$ cat config.mk
export PLATFORM = sky130hd
export DESIGN_NAME = serial_port_status_and_rate
export DESIGN_NICKNAME = d
export VERILOG_FILES = /design/src/hw/serial_status_pkg.sv /design/src/hw/rate_tick_gen.sv /design/src/hw/serial_port_status_and_rate.sv
export SDC_FILE = /design/constraint.sdc
export NUM_CORES = 1
export LEC_CHECK = 0
export ABC_AREA = 1
export BUFFER_PORTS_ARGS = -buffer_cell sky130_fd_sc_hd__buf_2
export CAP_MARGIN = 15
export CORE_MARGIN = 2
export CORE_UTILIZATION = 30
export DETAILED_ROUTE_END_ITERATION = 12
export SKIP_CTS_REPAIR_TIMING = 1
export SYNTH_ARGS = -nofsm -noshare
export SYNTH_HDL_FRONTEND = slang
export SYNTH_HIERARCHICAL = 1
export SYNTH_SLANG_ARGS = --single-unit
$ cat constraint.sdc
create_clock -name clk_i -period 2.35 [get_ports clk_i]
set_input_delay 0.47 -clock clk_i [delete_from_list [all_inputs] [get_ports clk_i]]
set_output_delay 0.47 -clock clk_i [all_outputs]
set_load 0.02 [all_outputs]
$ cat src/hw/serial_status_pkg.sv
package serial_status_pkg;

   // register map, byte offsets on the plain register port
   localparam logic [2:0] ADDR_STATUS = 3'h0;
   localparam logic [2:0] ADDR_RATE = 3'h1;
   localparam logic [2:0] ADDR_CONTROL = 3'h2;
   localparam logic [2:0] ADDR_MODE = 3'h3;
   localparam logic [2:0] ADDR_TX_DATA = 3'h4;
   localparam logic [2:0] ADDR_RX_DATA = 3'h5;

   // status bit positions
   localparam int BIT_TX_EMPTY = 7;
   localparam int BIT_RX_FULL = 6;
   localparam int BIT_OVERRUN = 5;
   localparam int BIT_FRAMING = 4;
   localparam int BIT_PARITY = 3;
   localparam int BIT_TX_END = 2;
   localparam int BIT_RX_MPB = 1;
   localparam int BIT_TX_MPB = 0;

   // control and mode bit positions
   localparam int BIT_TX_ENABLE = 5;
   localparam int BIT_RX_ENABLE = 4;
   localparam int BIT_SYNC_MODE = 7;

   // reset values
   localparam logic [7:0] STATUS_RESET = 8'h84;
   localparam logic [7:0] RATE_RESET = 8'hFF;
   localparam logic [7:0] CONTROL_RESET = 8'h00;
   localparam logic [7:0] MODE_RESET = 8'h00;

   // prescale base in system clocks per bit: async 64, sync 8
   localparam int ASYNC_BASE = 64;
   localparam int SYNC_BASE = 8;
   localparam logic [11:0] ASYNC_HALF = 12'(ASYNC_BASE / 2);
   localparam logic [11:0] SYNC_HALF = 12'(SYNC_BASE / 2);

   typedef struct packed {
      logic tx_load;
      logic tx_last_bit;
      logic rx_done_ok;
      logic rx_overrun;
      logic rx_framing;
      logic rx_parity;
      logic rx_mpb;
   } engine_events_t;

   typedef struct packed {
      logic [2:0] addr;
      logic [7:0] wdata;
      logic wr;
      logic rd;
   } reg_req_t;

endpackage

$ cat src/hw/rate_tick_gen.sv
`timescale 1ns/10ps
`default_nettype none

// bit rate tick: one pulse every base * 2^(2n-1) * (N+1) clocks
module rate_tick_gen
   import serial_status_pkg::*;
#(
   parameter int WIDTH = 8
)
(
   input wire logic clk_i,
   input wire logic rst_n_i,
   input wire logic [WIDTH-1:0] divisor_i,
   input wire logic [1:0] clk_select_i,
   input wire logic sync_mode_i,
   output logic tick_o
);

   logic [11:0] pre_q, pre_d;
   logic [WIDTH-1:0] cnt_q, cnt_d;
   logic tick_q, tick_d;
   logic [11:0] pre_top;

   // base*2^(2n-1) = (base/2) << 2n
   always_comb
   begin
      pre_top = (sync_mode_i ? SYNC_HALF : ASYNC_HALF) << {clk_select_i, 1'b0};
      pre_d = pre_q + 12'h001;
      cnt_d = cnt_q;
      tick_d = 1'b0;
      if (pre_q >= pre_top - 12'h001)
      begin
         pre_d = 12'h000;
         if (cnt_q >= divisor_i)
         begin
            cnt_d = '0;
            tick_d = 1'b1;
         end
         else
         begin
            cnt_d = cnt_q + 1'b1;
         end
      end
   end

   always_ff @(posedge clk_i or negedge rst_n_i)
   begin
      if (!rst_n_i)
      begin
         pre_q <= 12'h000;
         cnt_q <= '0;
         tick_q <= 1'b0;
      end
      else
      begin
         pre_q <= pre_d;
         cnt_q <= cnt_d;
         tick_q <= tick_d;
      end
   end

   assign tick_o = tick_q;

endmodule // rate_tick_gen

`default_nettype wire

$ cat src/hw/serial_port_status_and_rate.sv
`timescale 1ns/10ps
`default_nettype none

// Operation
// - writing one never sets the clearable flags
// - tx empty resets 1, sets on load/disable
// - tx empty clears on read-then-zero or data
// - rx full resets 0, sets on good reception
// - rx full clears on read-then-zero or read
// - overrun set on overrun, read-then-zero clears
// - framing set on framing error, same clear
// - parity set on parity error, same clear
// - tx end resets 1, disabled or last bit while empty
// - tx end clears on read-then-zero or data
// - rx multiproc bit captured, held when disabled
// - tx multiproc bit writable, sent with data
// - eight bit rate divisor, resets all ones
// - rate is clock over base times prescale times (N+1)
// - tx and rx enable bits reset zero
module serial_port_status_and_rate
   import serial_status_pkg::*;
#(
   parameter int RATE_WIDTH = 8
)
(
   input wire logic clk_i,
   input wire logic rst_n_i,
   input wire logic [2:0] addr_i,
   input wire logic [7:0] wdata_i,
   input wire logic wr_i,
   input wire logic rd_i,
   output logic [7:0] rdata_o,
   input wire serial_status_pkg::engine_events_t events_i,
   input wire logic [7:0] rx_data_i,
   output logic tx_enable_o,
   output logic rx_enable_o,
   output logic tx_multiproc_bit_o,
   output logic [7:0] tx_data_o,
   output logic tx_data_valid_o,
   output logic [RATE_WIDTH-1:0] bit_rate_divisor_o,
   output logic [1:0] clk_select_o,
   output logic rate_tick_o
);
   import serial_status_pkg::*;

   ////////////////////////////////////////////////////////////////////////
   // request decode

   reg_req_t req;
   assign req = '{addr: addr_i, wdata: wdata_i, wr: wr_i, rd: rd_i};

   function automatic logic hit(input reg_req_t r, input logic [2:0] a);
      hit = r.addr == a;
   endfunction

   logic wr_status, rd_status, wr_txd, rd_rxd;
   assign wr_status = req.wr && hit(req, ADDR_STATUS);
   assign rd_status = req.rd && hit(req, ADDR_STATUS);
   assign wr_txd = req.wr && hit(req, ADDR_TX_DATA);
   assign rd_rxd = req.rd && hit(req, ADDR_RX_DATA);

   ////////////////////////////////////////////////////////////////////////
   // configuration registers

   logic [RATE_WIDTH-1:0] rate_q, rate_d;
   logic [7:0] control_q, control_d;
   logic [7:0] mode_q, mode_d;
   logic [7:0] txd_q, txd_d;
   logic txv_q, txv_d;

   always_comb
   begin
      rate_d = rate_q;
      control_d = control_q;
      mode_d = mode_q;
      txd_d = txd_q;
      txv_d = 1'b0;
      if (req.wr && hit(req, ADDR_RATE))
         rate_d = req.wdata[RATE_WIDTH-1:0];
      if (req.wr && hit(req, ADDR_CONTROL))
         control_d = req.wdata;
      if (req.wr && hit(req, ADDR_MODE))
         mode_d = req.wdata;
      if (wr_txd)
      begin
         txd_d = req.wdata;
         txv_d = 1'b1;
      end
   end

   always_ff @(posedge clk_i or negedge rst_n_i)
   begin
      if (!rst_n_i)
      begin
         rate_q <= RATE_WIDTH'(RATE_RESET);
         control_q <= CONTROL_RESET;
         mode_q <= MODE_RESET;
         txd_q <= 8'h00;
         txv_q <= 1'b0;
      end
      else
      begin
         rate_q <= rate_d;
         control_q <= control_d;
         mode_q <= mode_d;
         txd_q <= txd_d;
         txv_q <= txv_d;
      end
   end

   logic tx_en, rx_en;
   assign tx_en = control_q[BIT_TX_ENABLE];
   assign rx_en = control_q[BIT_RX_ENABLE];

   ////////////////////////////////////////////////////////////////////////
   // status flags

   // clearable flags in bits 7..2, armed mask remembers a read as one
   logic [7:2] flag_q, flag_d;
   logic [7:2] armed_q, armed_d;
   logic rx_multiproc_q, rx_multiproc_d;
   logic tx_multiproc_q, tx_multiproc_d;
   logic [7:2] set_v, clr_v;

   always_comb
   begin
      set_v = '0;
      set_v[BIT_TX_EMPTY] = !tx_en || events_i.tx_load;
      set_v[BIT_RX_FULL] = events_i.rx_done_ok;
      set_v[BIT_OVERRUN] = events_i.rx_overrun;
      set_v[BIT_FRAMING] = events_i.rx_framing;
      set_v[BIT_PARITY] = events_i.rx_parity;
      set_v[BIT_TX_END] = !tx_en ||
         (events_i.tx_last_bit && flag_q[BIT_TX_EMPTY]);
      // a zero written to an armed bit clears; ones are ignored
      clr_v = '0;
      if (wr_status)
         clr_v = ~req.wdata[7:2] & armed_q;
      clr_v[BIT_TX_EMPTY] = clr_v[BIT_TX_EMPTY] || wr_txd;
      clr_v[BIT_TX_END] = clr_v[BIT_TX_END] || wr_txd;
      clr_v[BIT_RX_FULL] = clr_v[BIT_RX_FULL] || rd_rxd;
      flag_d = set_v | (flag_q & ~clr_v);
      armed_d = armed_q & ~clr_v & flag_d;
      if (rd_status)
         armed_d = armed_d | flag_q;
      rx_multiproc_d = rx_multiproc_q;
      if (rx_en && events_i.rx_done_ok)
         rx_multiproc_d = events_i.rx_mpb;
      tx_multiproc_d = tx_multiproc_q;
      if (wr_status)
         tx_multiproc_d = req.wdata[BIT_TX_MPB];
   end

   always_ff @(posedge clk_i or negedge rst_n_i)
   begin
      if (!rst_n_i)
      begin
         flag_q <= STATUS_RESET[7:2];
         armed_q <= '0;
         rx_multiproc_q <= 1'b0;
         tx_multiproc_q <= 1'b0;
      end
      else
      begin
         flag_q <= flag_d;
         armed_q <= armed_d;
         rx_multiproc_q <= rx_multiproc_d;
         tx_multiproc_q <= tx_multiproc_d;
      end
   end

   ////////////////////////////////////////////////////////////////////////
   // read data, valid only in the cycle after the strobe

   logic [7:0] rdata_q, rdata_d;

   always_comb
   begin
      rdata_d = 8'h00;
      if (req.rd)
      begin
         case (req.addr)
            ADDR_STATUS: rdata_d = {flag_q, rx_multiproc_q, tx_multiproc_q};
            ADDR_RATE: rdata_d = 8'(rate_q);
            ADDR_CONTROL: rdata_d = control_q;
            ADDR_MODE: rdata_d = mode_q;
            ADDR_TX_DATA: rdata_d = txd_q;
            ADDR_RX_DATA: rdata_d = rx_data_i;
            default: rdata_d = 8'h00;
         endcase
      end
   end

   always_ff @(posedge clk_i or negedge rst_n_i)
   begin
      if (!rst_n_i)
         rdata_q <= 8'h00;
      else
         rdata_q <= rdata_d;
   end

   ////////////////////////////////////////////////////////////////////////
   // bit rate generator

   logic tick;

   rate_tick_gen #(
      .WIDTH(RATE_WIDTH)
   ) u_rate (
      .clk_i(clk_i),
      .rst_n_i(rst_n_i),
      .divisor_i(rate_q),
      .clk_select_i(mode_q[1:0]),
      .sync_mode_i(mode_q[BIT_SYNC_MODE]),
      .tick_o(tick)
   );

   assign rdata_o = rdata_q;
   assign tx_enable_o = tx_en;
   assign rx_enable_o = rx_en;
   assign tx_multiproc_bit_o = tx_multiproc_q;
   assign tx_data_o = txd_q;
   assign tx_data_valid_o = txv_q;
   assign bit_rate_divisor_o = rate_q;
   assign clk_select_o = mode_q[1:0];
   assign rate_tick_o = tick;

   ////////////////////////////////////////////////////////////////////////
   // checks

   a_write_one_ignored: assert property (
      @(posedge clk_i) disable iff (!rst_n_i)
      (wr_status && !flag_q[BIT_OVERRUN] && !events_i.rx_overrun)
      |=> !flag_q[BIT_OVERRUN])
      else $error("overrun flag set by a write");

   a_tx_empty_disabled: assert property (
      @(posedge clk_i) disable iff (!rst_n_i)
      !tx_en |=> flag_q[BIT_TX_EMPTY] && flag_q[BIT_TX_END])
      else $error("tx flags not set while disabled");

   a_tx_data_clears: assert property (
      @(posedge clk_i) disable iff (!rst_n_i)
      (wr_txd && tx_en && !events_i.tx_load && !events_i.tx_last_bit)
      |=> !flag_q[BIT_TX_EMPTY] && !flag_q[BIT_TX_END] && txv_q)
      else $error("tx data write did not clear flags");

   a_rx_full_sets: assert property (
      @(posedge clk_i) disable iff (!rst_n_i)
      events_i.rx_done_ok |=> flag_q[BIT_RX_FULL])
      else $error("rx full not set");

   a_rx_read_clears: assert property (
      @(posedge clk_i) disable iff (!rst_n_i)
      (rd_rxd && !events_i.rx_done_ok) |=> !flag_q[BIT_RX_FULL])
      else $error("rx data read did not clear rx full");

   a_unarmed_keeps: assert property (
      @(posedge clk_i) disable iff (!rst_n_i)
      (wr_status && !armed_q[BIT_FRAMING] && flag_q[BIT_FRAMING])
      |=> flag_q[BIT_FRAMING])
      else $error("framing flag cleared without prior read");

   a_armed_clears: assert property (
      @(posedge clk_i) disable iff (!rst_n_i)
      (rd_status && flag_q[BIT_OVERRUN] ##1
       wr_status && !req.wdata[BIT_OVERRUN] && !events_i.rx_overrun)
      |=> !flag_q[BIT_OVERRUN])
      else $error("overrun not cleared after read then zero");

   a_rx_multiproc_held: assert property (
      @(posedge clk_i) disable iff (!rst_n_i)
      !rx_en |=> $stable(rx_multiproc_q))
      else $error("rx multiproc bit changed while disabled");

   a_rate_write: assert property (
      @(posedge clk_i) disable iff (!rst_n_i)
      (req.wr && hit(req, ADDR_RATE)) |=> rate_q == $past(req.wdata))
      else $error("rate register not written");

   a_read_latency: assert property (
      @(posedge clk_i) disable iff (!rst_n_i)
      (req.rd && hit(req, ADDR_STATUS))
      |=> rdata_o[BIT_TX_MPB] == tx_multiproc_q)
      else $error("status read data wrong");

   a_tx_end_held: assert property (
      @(posedge clk_i) disable iff (!rst_n_i)
      (tx_en && !flag_q[BIT_TX_END] &&
       !(events_i.tx_last_bit && flag_q[BIT_TX_EMPTY]))
      |=> !flag_q[BIT_TX_END])
      else $error("tx end set without last bit while empty");

   a_multiproc_capture: assert property (
      @(posedge clk_i) disable iff (!rst_n_i)
      (rx_en && events_i.rx_done_ok)
      |=> rx_multiproc_q == $past(events_i.rx_mpb))
      else $error("rx multiproc bit not captured");

   a_set_beats_clear: assert property (
      @(posedge clk_i) disable iff (!rst_n_i)
      (wr_status && events_i.rx_framing) |=> flag_q[BIT_FRAMING])
      else $error("framing clear won over a same cycle set");

endmodule // serial_port_status_and_rate

`default_nettype wire

==> qor.txt <==
area of the die - 15000 sq um
clk sinks - 76
Pwr per Cell Area - 843 nW/um^2
max frequency - 0.476 GHz
share of layout cells above drive strength 1 - 22.0%
CTS tree - done
share of the synthesized area in the top cell type - 39.1%
Worst path slowest cell - dfrtp_1
RSZ-0062 raised after global routing - false
register area share after synthesis - 45.3%
relative slew slack - 55.5%
synth warn - 6
Port Buffer Count - 60
DP Cell Count - 745
Post-route DRC - 0
CP Max Fanout - 10
Final period util - 89.4%
Mean Syn Cell Area - 8.22 sq um
Synth async-reset ratio - 100%
setup TNS - 0 ns
Pins Over Slew Limit - 0
Req. time, crit path - 2.60 ns
Die H - 123 um
Hold Crit Class - input port to async pin
Detailed Route Iter0 Violations - 156
ant diodes - 0
detail-routed net length per standard cell - 14.2 um
DRT Wirelength - 10800 um
Arr. time, crit path - 2.35 ns
share of power burned in registers - 42.8%
status - finished, final reports clean
Max-cap violations - 0
first-pass GRT wire length - 17800 um
share of power burned in combinational logic - 27.6%
Worst path max stage delay - 0.43 ns
largest net degree at the start of global routing - 51
nets - 627
core area - 13800 sq um
largest buffer count on any clock path - 2
Clock Power Share - 29.6%
Slew @ Worst Pin - 0.666 ns
vias in the first global route - 3623
CP cell instances - or2_2 -> nor2_1 -> ha_1 -> a21oi_1 -> nand2_2 -> nand3_4 -> nand3_2 -> nor3_2
DP Wirelength - 8110 um
Pint - 2.71 mW
first-pass detailed-route iteration total - 4
Core Util, Final - 36.1%
syn nets - 564
Yosys top cell by area - dfrtp_1
CTS H-Tree Depth - 3
Clock transition at path regs - 0.06 ns
filler cell count - 1426
P&R area growth vs syn - 18.1%
Via density - 4.62
synthesized area - 4220 sq um
Setup crit start kind - register
Ports - 61
Overflow after GRT - 0
switching pwr - 1.50 mW
Final min period - 2.10 ns
critical path class - register to register
Synth Instances - 514
GP Congestion - 0.782
fin cells - 762
Max IR drop VDD - 420 uV
Finish-stage setup viols - 0
synth top area cells - dfrtp_1, nand2_1, dfstp_2
chip width - 123 um
CTS Buf Count - 9
Yosys reg bits - 76
Placement Rows - 43
crit end category - register
Yosys cell types - 43
number of synthesized flops with an enable pin - 0
leakage - 2.61 nW
Net Sw Frac - 35.6%
Starting Density - 30.5%
Final Hold Fails - 0
most frequent cells after synthesis - nand2_1, dfrtp_1, inv_1
Clock Latency Late Sink - 0.34 ns
Synth Flop Type - dfrtp_1
via count - 3522
most frequent cell after synthesis - nand2_1
skew final - 0.00976 ns
all-layer global routing usage - 15.4%
Routed Antenna Nets - 0
clock root buffer - clkbuf_16
initial antenna violation count - 0
## metal layers
metal / vias up / part of all wire (%) / routed length [um] / track usage, %
met5: - / 0 / 0 / 0
met3: 12 / 4.6 / 495 / 3.81
li1: 1785 / - / - / -
met4: 0 / 1.3 / 143 / 4.09
met2: 72 / 49 / 5320 / 26.6
met1: 1653 / 45 / 4830 / 19.3
## registers in the layout (all words and copies together) (netlist names)
name,cells
u_rate/pre_q,12
bit_rate_divisor_o,8
control_q,8
mode_q,8
rdata_o,8
tx_data_o,8
u_rate/cnt_q,8
armed_q,6
flag_q,6
rx_multiproc_q,1
tx_data_valid_o,1
tx_multiproc_bit_o,1
u_rate/tick_o,1
## worst max-delay path: cells and delay by family, from the launching register on
family / cells / cell delay, ns
simple gates: 6 / 1.13
flops: 1 / 0.43
fa+ha+maj: 1 / 0.28
compound gates: 1 / 0.16
## area by class of cell
cell class / instances / area, sq um / share of cell area (%)
multi-input combinational: 365 / 2010 / 40.3
sequential: 76 / 1910 / 38.4
timing repair buffer: 64 / 345 / 6.93
clock buffer: 11 / 233 / 4.67
inverter: 61 / 229 / 4.59
tap: 180 / 225 / 4.52
clock inverter: 5 / 31.3 / 0.627
## kinds of logic after synthesis
kind of cell | count (synthesis) | share of synthesized area [%]
DFF | 76 | 45.3
adders and majority gates | 20 | 5.93
and+or+nand+nor | 265 | 29.1
xor gates and xnor gates | 10 | 2.07
other | 1 | 0.0888
AOI/OAI and AO/OA | 68 | 10.1
buffers and inverters | 74 | 7.35
## layout by cell type (no fill, tap or decap), types with 3 or more instances in the layout
cell type / n
nand2_1: 148
dfrtp_1: 66
buf_2: 59
inv_1: 57
nand3_1: 39
nor2_1: 39
ha_1: 20
o21ai_1: 16
a21oi_1: 15
nand4_1: 12
o21ai_0: 10
dfstp_2: 10
clkbuf_16: 9
xor2_1: 9
o21ai_2: 8
nand2_2: 6
nor2_2: 4
a21o_1: 4
buf_4: 4
nor3_2: 4
nor2_4: 3
o2111ai_1: 3
o211ai_1: 3
clkinv_2: 3
## power groups by stage
stage	logic (mW)	registers, mW	clock network (mW)
after global routing	1.32	1.84	1.33
after floorplan	0.765	1.85	0
after detailed placement	1.16	1.82	0
after CTS	1.17	1.80	1.27
final	1.16	1.80	1.25
after global placement	1.11	1.81	0
## path summary, 6_finish.rpt
kind,to,slack (ns),start,cells past startpoint
max reg2reg,u_rate/pre_q[2]$_DFF_PN0_,0.25,mode_q[0]$_DFFE_PN0P_,8
max in group asynchronous,bit_rate_divisor_o[5]$_DFFE_PN1P_,1.65,rst_n_i,2
min,u_rate/pre_q[11]$_DFF_PN0_,0.05,rst_n_i,1
max,u_rate/pre_q[2]$_DFF_PN0_,0.25,mode_q[0]$_DFFE_PN0P_,8
min in group clk_i,flag_q[4]$_DFF_PN0_,0.32,events_i[2],2
min reg2reg,u_rate/pre_q[0]$_DFF_PN0_,0.47,u_rate/pre_q[0]$_DFF_PN0_,1
## stage by stage
stage	hold slack [ns]	power [mW]	setup slack, ns	area, sq um
5_1_grt	0.0732	4.49	0.0763	4990
3_3_place_gp	0.411	2.92	0.265	4710
4_1_cts	0.0570	4.24	0.151	4980
3_5_place_dp	0.417	2.98	0.167	4710
6_report	0.0503	4.20	0.248	4990
2_1_floorplan	0.174	2.61	0.460	4220
Note: power is estimated with default switching activity, not from simulation.
